===== config.mk =====
export PLATFORM = sky130hd
export DESIGN_NAME = dmacc_channel
export DESIGN_NICKNAME = d
export VERILOG_FILES = /design/src/design/dmacc_req_sel.v /design/src/design/dmacc_channel.v
export VERILOG_INCLUDE_DIRS = /design/src /design/src/design
export SDC_FILE = /design/constraint.sdc
export NUM_CORES = 1
export LEC_CHECK = 0
export BUFFER_PORTS_ARGS = -buffer_cell sky130_fd_sc_hd__buf_2
export CAP_MARGIN = 10
export CORE_UTILIZATION = 48
export CTS_CLUSTER_SIZE = 28
export DETAILED_ROUTE_END_ITERATION = 12
export GPL_ROUTABILITY_DRIVEN = 0
export GPL_TIMING_DRIVEN = 0
export HOLD_SLACK_MARGIN = 0.02
export PLACE_DENSITY = 0.74
export SLEW_MARGIN = 5
export SYNTH_ARGS = -nofsm -noshare
export SYNTH_HDL_FRONTEND = slang
export SYNTH_SLANG_ARGS = --single-unit

===== constraint.sdc =====
create_clock -name mclk -period 2.45 [get_ports mclk]
set_input_delay 0.49 -clock mclk [delete_from_list [all_inputs] [get_ports mclk]]
set_output_delay 0.49 -clock mclk [all_outputs]
set_load 0.02 [all_outputs]

===== src/design/dmacc_consts.vh =====
// constants for one dma channel control block: offsets, fields, codes, states
// assumes inclusion by bare name from the design files of this block
// Behaviour
// - code 0000 selects external request pin, dual address mode; reset value.
// - code 0010 selects external pin, single address, memory to acked device.
// - code 0011 selects external pin, single address, acked device to memory.
// - codes 0100-0111 select serial 0/1 receive-full and transmit-empty requests, dual.
// - codes 1000-1011 select timer 0-3 match A requests, dual address mode.
// - 1100 self-generated, 1101 converter done, dual; 0001,1110,1111 illegal.
// - external pin codes usable only on channels 0 and 1.
// - ack phase bit picks read or write cycle for ack; ignored single.
// - ack polarity bit 0 gives active-high ack, 1 active-low.
// - request sense bit 0 detects low level, 1 falling edge.
// - bus mode bit 0 cycle-steal releasing bus, 1 burst.
// - unit size bit 0 byte, 1 sixteen-bit word.
// - with interrupt enable set, end flag raises completion interrupt.
// - end flag sets when count reaches zero on normal completion.
// - end flag stays clear on nmi, address fault or enable abort.
// - end flag clears only by writing 0 after reading 1.
// - while end flag set, channel enable starts nothing.
// - self-generated mode starts once enabled with all flags clear.
// - request starts a unit only when enables set, flags clear.
// - clearing channel enable stops a transfer in progress.
// - reset and standby clear every control field.
// - clearing global enable aborts transfers at once.
// - each unit decrements remaining count by one.
`ifndef DMACC_CONSTS_VH
`define DMACC_CONSTS_VH

`define DMACC_ADDR_W      8
`define DMACC_OFS_CTRL    8'h00
`define DMACC_OFS_COUNT   8'h04

`define DMACC_CTRL_RESET  16'h0000
`define DMACC_COUNT_RESET 16'h0000
`define DMACC_COUNT_ONE   16'h0001

`define DMACC_BIT_DE      0
`define DMACC_BIT_TE      1
`define DMACC_BIT_IE      2
`define DMACC_BIT_TS      3
`define DMACC_BIT_TM      4
`define DMACC_BIT_DS      5
`define DMACC_BIT_AL      6
`define DMACC_BIT_AM      7
`define DMACC_RS_LO       8
`define DMACC_RS_HI       11

`define DMACC_RS_EXT_DUAL 4'h0
`define DMACC_RS_RSV0     4'h1
`define DMACC_RS_EXT_M2D  4'h2
`define DMACC_RS_EXT_D2M  4'h3
`define DMACC_RS_SER0_RX  4'h4
`define DMACC_RS_SER0_TX  4'h5
`define DMACC_RS_SER1_RX  4'h6
`define DMACC_RS_SER1_TX  4'h7
`define DMACC_RS_TMR0     4'h8
`define DMACC_RS_TMR1     4'h9
`define DMACC_RS_TMR2     4'ha
`define DMACC_RS_TMR3     4'hb
`define DMACC_RS_AUTO     4'hc
`define DMACC_RS_CONV     4'hd

`define DMACC_ST_IDLE     2'b00
`define DMACC_ST_RD       2'b01
`define DMACC_ST_WR       2'b10
`define DMACC_ST_SGL      2'b11

`endif


===== src/design/dmacc_req_sel.v =====
// request source selection and detection for one channel
// assumes all request inputs synchronous to mclk; pin request is active low
`include "dmacc_consts.vh"
`default_nettype none

module dmacc_req_sel #(
	parameter EXT_OK = 1
) (
	input  wire       mclk,
	input  wire       rst_n,
	input  wire       standby,
	input  wire [3:0] sourceSel,
	input  wire       senseEdge,
	input  wire       extReq_n,
	input  wire [8:0] periphReq,
	input  wire       take,
	output reg        reqValid,
	output reg        srcSingle,
	output reg        srcExt
);

	reg extPrev_ff;
	reg edgePend_ff;
	wire fallSeen;
	wire extLevel;

	// falling edge kept pending until a unit takes it
	assign fallSeen = extPrev_ff & ~extReq_n;
	assign extLevel = senseEdge ? edgePend_ff : ~extReq_n;

	always @(posedge mclk) begin
		if (!rst_n || standby) begin
			extPrev_ff  <= 1'b1;
			edgePend_ff <= 1'b0;
		end else begin
			extPrev_ff <= extReq_n;
			// a new edge in the take cycle is kept, not lost; level sense
			// drops any stale edge so a later switch to edge sense starts clean
			if (fallSeen && senseEdge)
				edgePend_ff <= 1'b1;
			else if (take || !senseEdge)
				edgePend_ff <= 1'b0;
		end
	end

	// decode of the source code into one request
	always @* begin
		reqValid  = 1'b0;
		srcSingle = 1'b0;
		srcExt    = 1'b0;
		case (sourceSel)
			`DMACC_RS_EXT_DUAL: begin
				srcExt   = (EXT_OK != 0);
				reqValid = (EXT_OK != 0) & extLevel;
			end
			`DMACC_RS_EXT_M2D, `DMACC_RS_EXT_D2M: begin
				srcExt    = (EXT_OK != 0);
				srcSingle = 1'b1;
				reqValid  = (EXT_OK != 0) & extLevel;
			end
			`DMACC_RS_SER0_RX: reqValid = periphReq[0];
			`DMACC_RS_SER0_TX: reqValid = periphReq[1];
			`DMACC_RS_SER1_RX: reqValid = periphReq[2];
			`DMACC_RS_SER1_TX: reqValid = periphReq[3];
			`DMACC_RS_TMR0:    reqValid = periphReq[4];
			`DMACC_RS_TMR1:    reqValid = periphReq[5];
			`DMACC_RS_TMR2:    reqValid = periphReq[6];
			`DMACC_RS_TMR3:    reqValid = periphReq[7];
			`DMACC_RS_AUTO:    reqValid = 1'b1;
			`DMACC_RS_CONV:    reqValid = periphReq[8];
			default:           reqValid = 1'b0;
		endcase
	end

endmodule

`default_nettype wire


===== src/design/dmacc_channel.v =====
// control and status logic of one dma channel: control register,
// remaining count, request pick-up, unit sequencing, end flag and interrupt
// assumes one clock, synchronous inputs, a one-cycle strobe register port,
// and global enable and abort flags kept by a shared operation register
//
// Strobed register access and the register addresses are this design's own decisions.
`include "dmacc_consts.vh"
`default_nettype none

module dmacc_channel #(
	parameter CH_NUM = 0
) (
	input  wire                     mclk,
	input  wire                     rst_n,
	input  wire                     standby,
	input  wire [`DMACC_ADDR_W-1:0] regAddr,
	input  wire [15:0]              regWdata,
	input  wire                     regWr,
	input  wire                     regRd,
	output reg  [15:0]              regRdata,
	input  wire                     globalXferEnable,
	input  wire                     nmiAbortFlag,
	input  wire                     addrFaultFlag,
	input  wire                     extXferRequest_n,
	input  wire                     serial0RxFullReq,
	input  wire                     serial0TxEmptyReq,
	input  wire                     serial1RxFullReq,
	input  wire                     serial1TxEmptyReq,
	input  wire                     timer0MatchAReq,
	input  wire                     timer1MatchAReq,
	input  wire                     timer2MatchAReq,
	input  wire                     timer3MatchAReq,
	input  wire                     convDoneReq,
	output reg                      extXferAck,
	output reg                      busOwn,
	output reg                      readCycle,
	output reg                      writeCycle,
	output reg                      singleAddr,
	output reg                      wordUnit,
	output reg                      burstHold,
	output reg                      blockDoneIrq
);

	// only channels 0 and 1 have the external pin features
	localparam EXT_OK = (CH_NUM < 2) ? 1 : 0;

	// control fields
	reg  [3:0]  requestSourceSel_ff;
	reg         ackPhaseSel_ff;
	reg         ackPolarity_ff;
	reg         requestSenseSel_ff;
	reg         busHoldSel_ff;
	reg         unitSizeSel_ff;
	reg         completionIrqEnable_ff;
	reg         transferEndFlag_ff;
	reg         channelEnable_ff;
	reg         endReadArmed_ff;
	reg  [15:0] remainingCount_ff;
	reg  [1:0]  state_ff;

	reg  [3:0]  nxt_requestSourceSel;
	reg         nxt_transferEndFlag;
	reg         nxt_endReadArmed;
	reg  [15:0] nxt_remainingCount;
	reg  [1:0]  nxt_state;
	reg         nxt_ack;
	reg  [15:0] nxt_rdata;
	reg         take;
	reg         unitDone;
	reg         lastUnit;

	wire        wrCtrl;
	wire        wrCount;
	wire        rdCtrl;
	wire        rdCount;
	wire        runOk;
	wire        reqValid;
	wire        srcSingle;
	wire        srcExt;
	wire [3:0]  wrSource;
	wire        wrSourceExt;
	wire [15:0] ctrlView;
	wire [8:0]  periphReq;

	// register port decode
	assign wrCtrl  = regWr & (regAddr == `DMACC_OFS_CTRL);
	assign wrCount = regWr & (regAddr == `DMACC_OFS_COUNT);
	assign rdCtrl  = regRd & (regAddr == `DMACC_OFS_CTRL);
	assign rdCount = regRd & (regAddr == `DMACC_OFS_COUNT);

	assign wrSource = regWdata[`DMACC_RS_HI:`DMACC_RS_LO];
	assign wrSourceExt = (wrSource == `DMACC_RS_EXT_DUAL) |
		(wrSource == `DMACC_RS_EXT_M2D) | (wrSource == `DMACC_RS_EXT_D2M);

	// one gate for every start and every unit in flight
	assign runOk = channelEnable_ff & globalXferEnable & ~transferEndFlag_ff &
		~nmiAbortFlag & ~addrFaultFlag;

	assign periphReq = {convDoneReq, timer3MatchAReq, timer2MatchAReq,
		timer1MatchAReq, timer0MatchAReq, serial1TxEmptyReq,
		serial1RxFullReq, serial0TxEmptyReq, serial0RxFullReq};

	// readback image; upper nibble belongs to address logic elsewhere
	assign ctrlView = {4'h0, requestSourceSel_ff, ackPhaseSel_ff,
		ackPolarity_ff, requestSenseSel_ff, busHoldSel_ff, unitSizeSel_ff,
		completionIrqEnable_ff, transferEndFlag_ff, channelEnable_ff};

	dmacc_req_sel #(
		.EXT_OK(EXT_OK)
	) u_req (
		.mclk      (mclk),
		.rst_n     (rst_n),
		.standby   (standby),
		.sourceSel (requestSourceSel_ff),
		.senseEdge (requestSenseSel_ff),
		.extReq_n  (extXferRequest_n),
		.periphReq (periphReq),
		.take      (take),
		.reqValid  (reqValid),
		.srcSingle (srcSingle),
		.srcExt    (srcExt)
	);

	// source write: pin codes refused on channels without the pin
	always @* begin
		nxt_requestSourceSel = requestSourceSel_ff;
		if (wrCtrl && (EXT_OK != 0 || !wrSourceExt))
			nxt_requestSourceSel = wrSource;
	end

	// unit sequencer; a dropped enable or a raised end, nmi or fault flag aborts the unit at once
	always @* begin
		nxt_state = state_ff;
		take      = 1'b0;
		unitDone  = 1'b0;
		case (state_ff)
			`DMACC_ST_IDLE: begin
				if (runOk && reqValid) begin
					take      = 1'b1;
					nxt_state = srcSingle ? `DMACC_ST_SGL : `DMACC_ST_RD;
				end
			end
			`DMACC_ST_RD: begin
				if (!runOk)
					nxt_state = `DMACC_ST_IDLE;
				else
					nxt_state = `DMACC_ST_WR;
			end
			`DMACC_ST_WR, `DMACC_ST_SGL: begin
				if (!runOk) begin
					nxt_state = `DMACC_ST_IDLE;
				end else begin
					unitDone = 1'b1;
					// burst keeps the bus, cycle-steal gives it back a cycle
					if (!lastUnit && busHoldSel_ff && reqValid) begin
						take      = 1'b1;
						nxt_state = srcSingle ? `DMACC_ST_SGL : `DMACC_ST_RD;
					end else begin
						nxt_state = `DMACC_ST_IDLE;
					end
				end
			end
			default: nxt_state = `DMACC_ST_IDLE;
		endcase
	end

	// count; software write wins over the decrement of the same cycle
	always @* begin
		lastUnit = (remainingCount_ff == `DMACC_COUNT_ONE);
		nxt_remainingCount = remainingCount_ff;
		if (wrCount)
			nxt_remainingCount = regWdata;
		else if (unitDone)
			nxt_remainingCount = remainingCount_ff - `DMACC_COUNT_ONE;
	end

	// end flag: set only on normal last unit, cleared by read-1-write-0
	always @* begin
		nxt_transferEndFlag = transferEndFlag_ff;
		nxt_endReadArmed    = endReadArmed_ff;
		if (rdCtrl && transferEndFlag_ff)
			nxt_endReadArmed = 1'b1;
		if (wrCtrl) begin
			nxt_endReadArmed = 1'b0;
			if (endReadArmed_ff && !regWdata[`DMACC_BIT_TE])
				nxt_transferEndFlag = 1'b0;
		end
		// set wins over a clear in the same cycle; aborts never get here
		if (unitDone && lastUnit)
			nxt_transferEndFlag = 1'b1;
	end

	// ack pin phase from the next state, polarity applied last
	always @* begin
		nxt_ack = 1'b0;
		if (srcExt) begin
			if (srcSingle)
				nxt_ack = (nxt_state == `DMACC_ST_SGL);
			else if (ackPhaseSel_ff)
				nxt_ack = (nxt_state == `DMACC_ST_WR);
			else
				nxt_ack = (nxt_state == `DMACC_ST_RD);
		end
		nxt_ack = nxt_ack ^ ackPolarity_ff;
	end

	// read data; unmapped offsets answer zero
	always @* begin
		nxt_rdata = 16'h0000;
		if (rdCtrl)
			nxt_rdata = ctrlView;
		else if (rdCount)
			nxt_rdata = remainingCount_ff;
	end

	// control register and sequencer state; standby acts as reset
	always @(posedge mclk) begin
		if (!rst_n || standby) begin
			requestSourceSel_ff    <= `DMACC_RS_EXT_DUAL;
			ackPhaseSel_ff         <= 1'b0;
			ackPolarity_ff         <= 1'b0;
			requestSenseSel_ff     <= 1'b0;
			busHoldSel_ff          <= 1'b0;
			unitSizeSel_ff         <= 1'b0;
			completionIrqEnable_ff <= 1'b0;
			transferEndFlag_ff     <= 1'b0;
			channelEnable_ff       <= 1'b0;
			endReadArmed_ff        <= 1'b0;
			remainingCount_ff      <= `DMACC_COUNT_RESET;
			state_ff               <= `DMACC_ST_IDLE;
		end else begin
			requestSourceSel_ff <= nxt_requestSourceSel;
			transferEndFlag_ff  <= nxt_transferEndFlag;
			endReadArmed_ff     <= nxt_endReadArmed;
			remainingCount_ff   <= nxt_remainingCount;
			state_ff            <= nxt_state;
			if (wrCtrl) begin
				// pin-related bits stay zero where there is no pin
				if (EXT_OK != 0) begin
					ackPhaseSel_ff     <= regWdata[`DMACC_BIT_AM];
					ackPolarity_ff     <= regWdata[`DMACC_BIT_AL];
					requestSenseSel_ff <= regWdata[`DMACC_BIT_DS];
				end
				busHoldSel_ff          <= regWdata[`DMACC_BIT_TM];
				unitSizeSel_ff         <= regWdata[`DMACC_BIT_TS];
				completionIrqEnable_ff <= regWdata[`DMACC_BIT_IE];
				channelEnable_ff       <= regWdata[`DMACC_BIT_DE];
			end
		end
	end

	// registered outputs toward bus, pins and interrupt controller
	always @(posedge mclk) begin
		if (!rst_n || standby) begin
			regRdata     <= 16'h0000;
			extXferAck   <= 1'b0;
			busOwn       <= 1'b0;
			readCycle    <= 1'b0;
			writeCycle   <= 1'b0;
			singleAddr   <= 1'b0;
			wordUnit     <= 1'b0;
			burstHold    <= 1'b0;
			blockDoneIrq <= 1'b0;
		end else begin
			regRdata   <= nxt_rdata;
			extXferAck <= nxt_ack;
			busOwn     <= (nxt_state != `DMACC_ST_IDLE);
			readCycle  <= (nxt_state == `DMACC_ST_RD);
			writeCycle <= (nxt_state == `DMACC_ST_WR);
			singleAddr <= (nxt_state == `DMACC_ST_SGL);
			// size and mode describe the unit on the bus only
			wordUnit   <= (nxt_state != `DMACC_ST_IDLE) & unitSizeSel_ff;
			burstHold  <= (nxt_state != `DMACC_ST_IDLE) & busHoldSel_ff;
			// level interrupt, follows the flag the same edge it sets
			blockDoneIrq <= completionIrqEnable_ff & nxt_transferEndFlag;
		end
	end

endmodule

`default_nettype wire


==> impl_metrics.py, run 1 <==
metrics = {
    "synthesis": {
        "synthXorXnorAreaFrac_pct": 5.37,
        "synth_mux_area_share_pct": 1.64,
        "synth_adder_area_share_pct": 1.02,
        "async_flop_share_pct": 0,
        "synth_nets": 321,
        "syn-cell-area_mm2": 0.00245,
        "ys_warn_count": 0,
        "synth_compound_area_share_pct": 16.1,
        "synth_flop_cell": "dfxtp_1",
        "avgSynthCellArea_um2": 8.84,
        "ys_seq_area_share_pct": 46.6,
        "synth_cell_type_count": 43,
        "synth-edff-count": 0,
        "netlist_instances": 277,
        "synthSimpleGateAreaFrac_pct": 26.0,
        "synth_top_family_by_area": "simple AND/OR/NAND/NOR gates",
        "synth_seq_cells": 57,
    },
    "power": {
        "power.share.clock_pct": 43.7,
        "power.switching_w": 0.000395,
        "ir_worst_vdd_mv": 0.341,
        "comb_power_share_pct": 3.9,
        "power_w": 0.00177,
        "p_sw_share_pct": 22.3,
        "p_int_w": 0.00138,
        "leakage_nw": 1.18,
        "pwr_density_cell_mw_per_mm2": 585,
        "pwr-share-seq_pct": 52.3,
    },
    "global_routing": {
        "grt_remaining_overflow": 0,
        "grt_pass1_vias": 2041,
        "antenna_found_initial": 0,
        "grt_max_degree": 11,
        "track_usage_pct": 23.7,
        "grt_pass1_wl_um": 9450,
    },
    "clock_network": {
        "cts.sinks": 57,
        "clockBufferDepth": 2,
        "clk_pin_slew_worst_paths_ns": 0.06,
        "cts_tree": "yes",
        "cts_max_level": 3,
        "numCtsBuffers": 9,
        "cts_setup_buffers": 0,
        "cts_root_buffer": "clkbuf_8",
        "clock_latency_ns": 0.33,
        "cts-resized-gates": 0,
        "cts-hold-fix-buffers": 0,
    },
    "critical_path": {
        "cp.arrival_ns": 2.49,
        "path_max_fanout": 6,
        "critPathRequiredTime_ns": 2.68,
        "startpoint_type": "flop",
        "cp-end-kind": "flop",
        "worstSetupPathType": "reg2reg",
    },
    "cells_and_area": {
        "fin_nets": 397,
        "post-route-cell-area_mm2": 0.00303,
        "area_growth_pct": 23.8,
        "diodes": 0,
        "final_cells": 425,
        "fillers": 438,
        "drive_gt1_share_pct": 24.6,
        "fin_util_pct": 62.9,
    },
    "detailed_routing": {
        "post-route-drc-count": 0,
        "top_layer": "met4",
        "ant_nets": 0,
        "wl_met2_um": 2630,
        "wl_per_cell_um": 14.0,
        "vias": 2319,
        "drt_iter0_markers": 126,
        "via_per_inst": 5.46,
        "drtPass1Iterations": 4,
        "wl_met1_um": 2700,
        "wirelength_um": 5930,
        "wl_met3_um": 465,
    },
    "sta": {
        "tightest_slew_ns": 0.681,
        "min_period_ns": 2.26,
        "slew-limit-headroom_pct": 54.0,
        "finalSetupViolations": 0,
        "rsz0062_at_grt": "no",
        "finalHoldViolCount": 0,
        "clock-skew-final_ns": 0.00900,
        "report.final.slew_viol_count": 0,
        "finalCritPeriodShare_pct": 92.3,
        "fmax_mhz": 442,
    },
    "floorplan": {
        "die_h_um": 73.4,
        "start_util_pct": 50.8,
        "die_width_um": 73.4,
        "ios": 66,
        "die_area_mm2": 0.00539,
        "core_area_mm2": 0.00482,
        "rows": 25,
    },
    "outcome": {
        "status": "completed",
    },
    "placed_design": {
        "place_inst": 409,
        "dp_hpwl_um": 4320,
        "io_buffers": 65,
        "place_area_mm2": 0.00286,
    },
    "flow_run": {
        "max_cap_violations": 0,
    },
    "worst_hold_path": {
        "min_path_type": "in2reg",
    },
}
==> through the flow <==
step,setup WS [ns],setup TNS (ns),hold WS [ns]
6_report,0.189,0,0.381
4_1_cts,0.183,0,0.374
2_1_floorplan,0.339,0,0.444
3_3_place_gp,-0.0344,-0.128,0.470
3_5_place_dp,-0.0601,-0.290,0.484
5_1_grt,0.0193,0,0.396
==> worst max-delay path, stage by stage, from the launching register on <==
cell     delay, ns
dfxtp_1       0.36
or4_4         0.57
or4_4         0.47
nor3_1        0.25
or3_2         0.21
a21oi_1       0.11
and2_1        0.17
==> synthesized netlist by cell type (2+ instances only) <==
master / count / area (um2)
a211oi_1: 7 / 52.6
a21oi_1: 26 / 130
a22o_1: 11 / 96.3
and2_1: 8 / 50.1
and3_1: 2 / 12.5
buf_2: 2 / 10.0
clkbuf_1: 15 / 56.3
dfxtp_1: 57 / 1140
ha_1: 2 / 25.0
inv_1: 4 / 15.0
mux2i_1: 4 / 40.0
nand2_1: 21 / 78.8
nand2b_1: 5 / 31.3
nand3_1: 16 / 80.1
nand3b_1: 2 / 15.0
nand4_1: 6 / 37.5
nor2_1: 21 / 78.8
nor2b_1: 5 / 31.3
nor3_1: 6 / 30.0
nor3b_1: 2 / 15.0
nor4_1: 6 / 37.5
o21ai_0: 10 / 50.1
or3_1: 3 / 18.8
or3_2: 2 / 15.0
or4_1: 2 / 15.0
or4_4: 2 / 22.5
xnor2_1: 10 / 87.6
xor2_1: 5 / 43.8
==> power by group through the flow <==
stage	Sequential (W)	Clock, W	Combinational, W
after floorplan	0.000949	0	0.0000233
after global placement	0.000949	0	0.0000693
after detailed placement	0.000949	0	0.0000695
after CTS	0.000928	0.000782	0.0000698
after global routing	0.000928	0.000824	0.0000774
final	0.000928	0.000775	0.0000699
==> registers in the layout, summed over array words and instances (netlist names), 2 cells and up <==
signal,cells
requestSourceSel_ff,4
state_ff,2
regRdata,16
remainingCount_ff,16
==> cells in the final DEF, fill, tap and decap left out, types with 10 or more instances in the layout <==
master and instances:
nor2_1 21, clkbuf_8 11, dfxtp_1 57, xnor2_1 10, nand2_1 21, o21ai_0 10
buf_2 67, nand3_1 16, clkbuf_1 17, a22o_1 11, a21oi_1 26
==> routing by layer <==
layer / vias to the layer above / GRT usage, %
met5: - / 0
met2: 99 / 37.1
li1: 1144 / -
met1: 1061 / 31.1
met3: 15 / 5.08
met4: 0 / 10.9
==> path summary, 6_finish.rpt <==
check	start	endpoint	slack (ns)	depth (start not counted)
max reg2reg	remainingCount_ff[6]	burstHold	0.19	6
max	remainingCount_ff[6]	burstHold	0.19	6
min	extXferRequest_n	u_req.extPrev_ff	0.38	2
min reg2reg	ackPolarity_ff	ackPolarity_ff	0.49	2
==> kinds of logic after synthesis <==
| family | count (synthesis) |
|---|---|
| mux | 4 |
| flops | 57 |
| buf+inv | 21 |
| compound gates | 62 |
| fa+ha+maj | 2 |
| simple gates | 116 |
| xor+xnor | 15 |
==> cell type report <==
| type | count | area (um2) | share of cell area [%] |
|---|---|---|---|
| buffer | 17 | 66.3 | 2.19 |
| tap | 67 | 83.8 | 2.77 |
| timing repair buffer | 65 | 325 | 10.7 |
| clock buffer | 13 | 159 | 5.24 |
| sequential | 57 | 1140 | 37.6 |
| clock inverter | 3 | 15.0 | 0.495 |
| multi-input combinational | 199 | 1230 | 40.4 |
| inverter | 4 | 15.0 | 0.495 |
No activity file was read; power rests on OpenSTA's default activity.
==> run 2, diff against run 1 <==
Settings changed: BUFFER_PORTS_ARGS -buffer_cell sky130_fd_sc_hd__buf_2 to -buffer_cell sky130_fd_sc_hd__clkbuf_2, CORE_ASPECT_RATIO from default to 0.6.
==> run 2 against run 1 <==
Compared with the run above: via count about the same; sequential share of layout area decreased by 0.29 points; final cell count decreased by 0.94%; count of clock-buffer cells in the layout decreased by 2; cell area increased by 0.78%; flip-flop and latch count unchanged; clock power increased by 14%; fmax decreased by 3.4%; first-iteration DRC count increased by 41%; highest routed layer unchanged.
==> impl_metrics.py, run 2 (same netlist as run 1, synthesis figures left out) <==
metrics = {
    "critical_path": {
        "critPathRequiredTime_ns": 2.73,
        "path_max_fanout": 10,
        "worstSetupPathType": "in2reg",
        "cp.arrival_ns": 2.63,
        "startpoint_type": "input port",
        "cp-end-kind": "flop",
    },
    "floorplan": {
        "core_area_mm2": 0.00473,
        "die_width_um": 94.2,
        "die_area_mm2": 0.00540,
        "start_util_pct": 51.8,
        "die_h_um": 57.3,
        "rows": 19,
        "ios": 66,
    },
    "cells_and_area": {
        "largestRegisters": "regRdata x16, remainingCount_ff x16, requestSourceSel_ff x4",
        "area_growth_pct": 24.8,
        "diodes": 0,
        "seq_area_mm2": 0.00114,
        "fin_util_pct": 64.6,
        "fin_nets": 397,
        "final_common_cell": "clkbuf_2",
        "drive_gt1_share_pct": 25.1,
        "multi_input_area_mm2": 0.00123,
        "fillers": 423,
        "final_cell_mix": "65 x clkbuf_2, 57 x dfxtp_1, 26 x a21oi_1",
        "post-route-cell-area_mm2": 0.00306,
    },
    "sta": {
        "tightest_slew_ns": 0.591,
        "fmax_mhz": 427,
        "min_period_ns": 2.34,
        "fin_hold_ws_ns": 0.367,
        "slew-limit-headroom_pct": 60.5,
        "tns_ns": 0,
        "finalHoldViolCount": 0,
        "finalSetupViolations": 0,
        "clock-skew-final_ns": 0.00335,
        "rsz0062_at_grt": "no",
        "finalCritPeriodShare_pct": 95.5,
        "report.final.slew_viol_count": 0,
        "setup_ws_ns": 0.109,
    },
    "worst_hold_path": {
        "min_path_type": "in2reg",
    },
    "clock_network": {
        "cts_max_level": 3,
        "cts-hold-fix-buffers": 0,
        "cts_root_buffer": "clkbuf_8",
        "cts_tree": "yes",
        "numCtsBuffers": 9,
        "clockBufferDepth": 2,
        "clock_latency_ns": 0.35,
        "clk_pin_slew_worst_paths_ns": 0.06,
        "cts_setup_buffers": 0,
        "cts.sinks": 57,
    },
    "power": {
        "pwr-share-seq_pct": 49.3,
        "ir_worst_vdd_mv": 0.352,
        "power.switching_w": 0.000427,
        "comb_power_share_pct": 3.9,
        "p_sw_share_pct": 22.7,
        "pwr_density_cell_mw_per_mm2": 615,
        "leakage_nw": 1.16,
        "p_int_w": 0.00145,
        "power.share.clock_pct": 46.8,
    },
    "placed_design": {
        "place_area_mm2": 0.00285,
        "io_buffers": 65,
        "dp_hpwl_um": 4680,
        "dp_slack_ns": -0.162,
    },
    "global_routing": {
        "antenna_found_initial": 0,
        "track_usage_pct": 26.3,
        "grt_pass1_wl_um": 10300,
        "grt_pass1_vias": 2080,
        "grt_remaining_overflow": 0,
        "grt_max_degree": 11,
    },
    "detailed_routing": {
        "wirelength_um": 6370,
        "via_per_inst": 5.51,
        "ant_nets": 0,
        "drt_iter0_markers": 178,
        "vias": 2320,
        "drtPass1Iterations": 5,
        "wl_per_cell_um": 15.1,
        "post-route-drc-count": 0,
    },
    "flow_run": {
        "max_cap_violations": 0,
    },
    "outcome": {
        "status": "completed",
    },
}
## run 2: cell count changes in the layout (fill, tap and decap cells not counted), sizes merged
cell      delta
clkbuf      +63
clkinvlp     +2
clkinv       -1
bufinv       +1
buf         -65
## run 2: cell type report
cell class | count | area share [%]
clock buffers | 11 | 4.63
clock inverters | 5 | 1.80
repair buffers | 65 | 10.6
well taps | 63 | 2.58
inverters | 4 | 0.491
multi-input cells | 199 | 40.3
plain buffers | 17 | 2.17
flip-flops and latches | 57 | 37.3
## run 2: worst paths after layout
path                                        startpoint                endpoint  slack (ns)  cells past startpoint
worst max register to register    remainingCount_ff[6]               burstHold        0.16                      6
worst max-delay path                        regAddr[4]             regRdata[9]        0.11                      6
worst min register to register  completionIrqEnable_ff  completionIrqEnable_ff        0.48                      2
worst min-delay path                  extXferRequest_n        u_req.extPrev_ff        0.37                      2
## run 2: repair_timing
action / in CTS / in global routing
resized for setup: 0 / 1
setup endpoints to repair: 0 / 1
hold endpoints to repair: 0 / 0
## run 2: power by group through the flow
| stage | registers (W) | clock network (W) | logic (W) |
|---|---|---|---|
| floorplan | 0.000949 | 0 | 0.0000233 |
| global placement | 0.000949 | 0 | 0.0000706 |
| detailed placement | 0.000949 | 0 | 0.0000712 |
| CTS | 0.000928 | 0.000892 | 0.0000716 |
| global route | 0.000927 | 0.000932 | 0.0000798 |
| finish | 0.000928 | 0.000880 | 0.0000726 |
## run 2: layer usage
metal	GRT usage, %	share of wire, %	up-vias
met1	37.8	48	1071
met3	9.73	8.0	12
met2	35.3	42	89
met5	0	0	-
li1	-	-	1148
met4	10.3	1.9	0
## run 2: through the flow
stage | total power (W) | cells
6_report | 0.00188 | 421
3_5_place_dp | 0.00102 | 405
2_1_floorplan | 0.000972 | 277
5_1_grt | 0.00194 | 421
4_1_cts | 0.00189 | 421
3_3_place_gp | 0.00102 | 405
## run 2: critical path: stages
cell      delay, ns
clkbuf_2       0.10
or4_1          0.55
nor3_1         0.50
and3_1         0.31
clkbuf_1       0.44
a22o_1         0.23
==> run 3, diff against run 2 <==
Settings changed: CORE_UTILIZATION 48 to 30, PLACE_DENSITY 0.74 to 0.51.
Clock period 2.45 ns to 3 ns, I/O delays scaled along.
==> run 3 against run 2 <==
Compared with the run above: final cell count increased by 11%; sequential power fell by 18%; global-route usage shrank 8.7 points; largest power group is now the clock network; non-clock buffer count is the same; clock skew is 0.0034 ns higher; flip-flop and latch count unchanged; highest routed layer unchanged; worst hold slack improved by 0.11 ns; sequential share of layout area fell by 1.7 points.
==> impl_metrics.py, run 3 (same netlist as run 1, synthesis figures left out) <==
metrics = {
    "placed_design": {
        "dp_hpwl_um": 5080,
        "place_area_mm2": 0.00291,
        "io_buffers": 65,
    },
    "sta": {
        "report.final.slew_viol_count": 0,
        "tightest_slew_ns": 0.825,
        "min_period_ns": 2.45,
        "rsz0062_at_grt": "no",
        "finalCritPeriodShare_pct": 81.8,
        "slew-limit-headroom_pct": 44.2,
        "tns_ns": 0,
        "finalHoldViolCount": 0,
        "finalSetupViolations": 0,
        "clock-skew-final_ns": 0.00677,
        "fmax_mhz": 408,
    },
    "flow_run": {
        "max_cap_violations": 0,
    },
    "critical_path": {
        "startpoint_type": "input port",
        "path_max_fanout": 10,
        "reg2regPathDepth": 6,
        "cp.arrival_ns": 2.71,
        "worstSetupPathType": "in2reg",
        "cp-end-kind": "flop",
        "path_cells": "clkbuf_2, or4_1, nor3_1, and3_1, clkbuf_1, a22o_1",
        "cpPeakStageDelay_ns": 0.54,
        "critPathRequiredTime_ns": 3.26,
        "cpMaxStageDelayCell": "or4_1",
    },
    "cells_and_area": {
        "final_cell_mix": "65 x clkbuf_2, 57 x dfxtp_1, 26 x a21oi_1",
        "fin_util_pct": 40.6,
        "largestRegisters": "regRdata x16, remainingCount_ff x16, requestSourceSel_ff x4",
        "drive_gt1_share_pct": 24.3,
        "post-route-cell-area_mm2": 0.00320,
        "diodes": 0,
        "final_common_cell": "clkbuf_2",
        "fin_nets": 397,
        "area_growth_pct": 30.7,
    },
    "clock_network": {
        "cts_tree": "yes",
        "clockBufferDepth": 2,
        "cts_root_buffer": "clkbuf_16",
        "cts.sinks": 57,
        "clk_pin_slew_worst_paths_ns": 0.05,
        "numCtsBuffers": 9,
        "cts_setup_buffers": 0,
        "clock_latency_ns": 0.33,
        "cts_max_level": 3,
        "cts-hold-fix-buffers": 0,
        "cts-resized-gates": 0,
    },
    "global_routing": {
        "antenna_found_initial": 0,
        "grt_remaining_overflow": 0,
        "track_usage_pct": 17.5,
        "grt_max_degree": 11,
        "grt_pass1_vias": 2131,
        "grt_pass1_wl_um": 11300,
    },
    "floorplan": {
        "core_area_mm2": 0.00788,
        "die_area_mm2": 0.00854,
        "rows": 25,
        "ios": 66,
        "die_h_um": 72.0,
        "start_util_pct": 31.1,
        "die_width_um": 119,
    },
    "power": {
        "pwr-share-seq_pct": 41.8,
        "power.switching_w": 0.000368,
        "pwr_density_cell_mw_per_mm2": 568,
        "p_int_w": 0.00145,
        "comb_power_share_pct": 3.2,
        "p_sw_share_pct": 20.3,
        "power_w": 0.00182,
        "ir_worst_vdd_mv": 0.277,
        "power.share.clock_pct": 54.9,
        "leakage_nw": 1.21,
    },
    "detailed_routing": {
        "via_per_inst": 4.93,
        "post-route-drc-count": 0,
        "wirelength_um": 6940,
        "vias": 2299,
        "ant_nets": 0,
        "drtPass1Iterations": 4,
        "wl_per_cell_um": 14.9,
        "drt_iter0_markers": 178,
    },
    "worst_hold_path": {
        "min_path_cells": 2,
        "min_path_type": "reg2reg",
    },
    "outcome": {
        "status": "completed",
    },
}
run 3: cell count changes in the layout (fill, tap and decap cells not counted), sizes merged:
| cell | before | now |
|---|---|---|
| clkbuf | 91 | 93 |
| clkinvlp | 2 | 0 |
run 3: cell type report:
cell class                      instances  area, um2
Clock inverter                          3       40.0
Fill cell                             810       4680
Multi-Input combinational cell        199       1230
Buffer                                 17       66.3
Timing Repair Buffer                   65        325
Sequential cell                        57       1140
Clock buffer                           13        250
Tap cell                              108        135
Inverter                                4       15.0
run 3: metal layers:
metal | GRT usage [%] | part of all wire (%) | vias to the layer above
met5 | 0 | 0 | -
met4 | 7.59 | 1.3 | 0
met3 | 5.58 | 7.4 | 9
met2 | 24.5 | 40 | 79
met1 | 24.6 | 51 | 1067
li1 | - | - | 1144
run 3: path summary, 6_finish.rpt:
kind | slack, ns | start | to
worst max register to register | 0.66 | remainingCount_ff[6] | burstHold
worst min-delay path | 0.47 | completionIrqEnable_ff | completionIrqEnable_ff
worst min register to register | 0.47 | completionIrqEnable_ff | completionIrqEnable_ff
worst max-delay path | 0.55 | regAddr[5] | regRdata[10]
run 3: critical path: cells and delay by family:
| kind | cells | cell delay [ns] |
|---|---|---|
| simple gates | 3 | 1.32 |
| buf+inv | 2 | 0.54 |
| compound gates | 1 | 0.25 |
run 3: per-stage QoR:
stage	setup WS (ns)	std cells	hold slack, ns
finish	0.547	466	0.475
global route	0.462	466	0.489
CTS	0.580	466	0.471
detailed placement	0.256	450	0.464
global placement	0.245	450	0.465
floorplan	0.779	277	0.444
run 3: power by group through the flow:
stage,sequential (W),combinational [W],clock (W)
after floorplan,0.000775,0.0000190,0
after CTS,0.000760,0.0000597,0.00101
final,0.000760,0.0000590,0.000998
after global routing,0.000759,0.0000661,0.00106
after global placement,0.000775,0.0000593,0
after detailed placement,0.000775,0.0000596,0
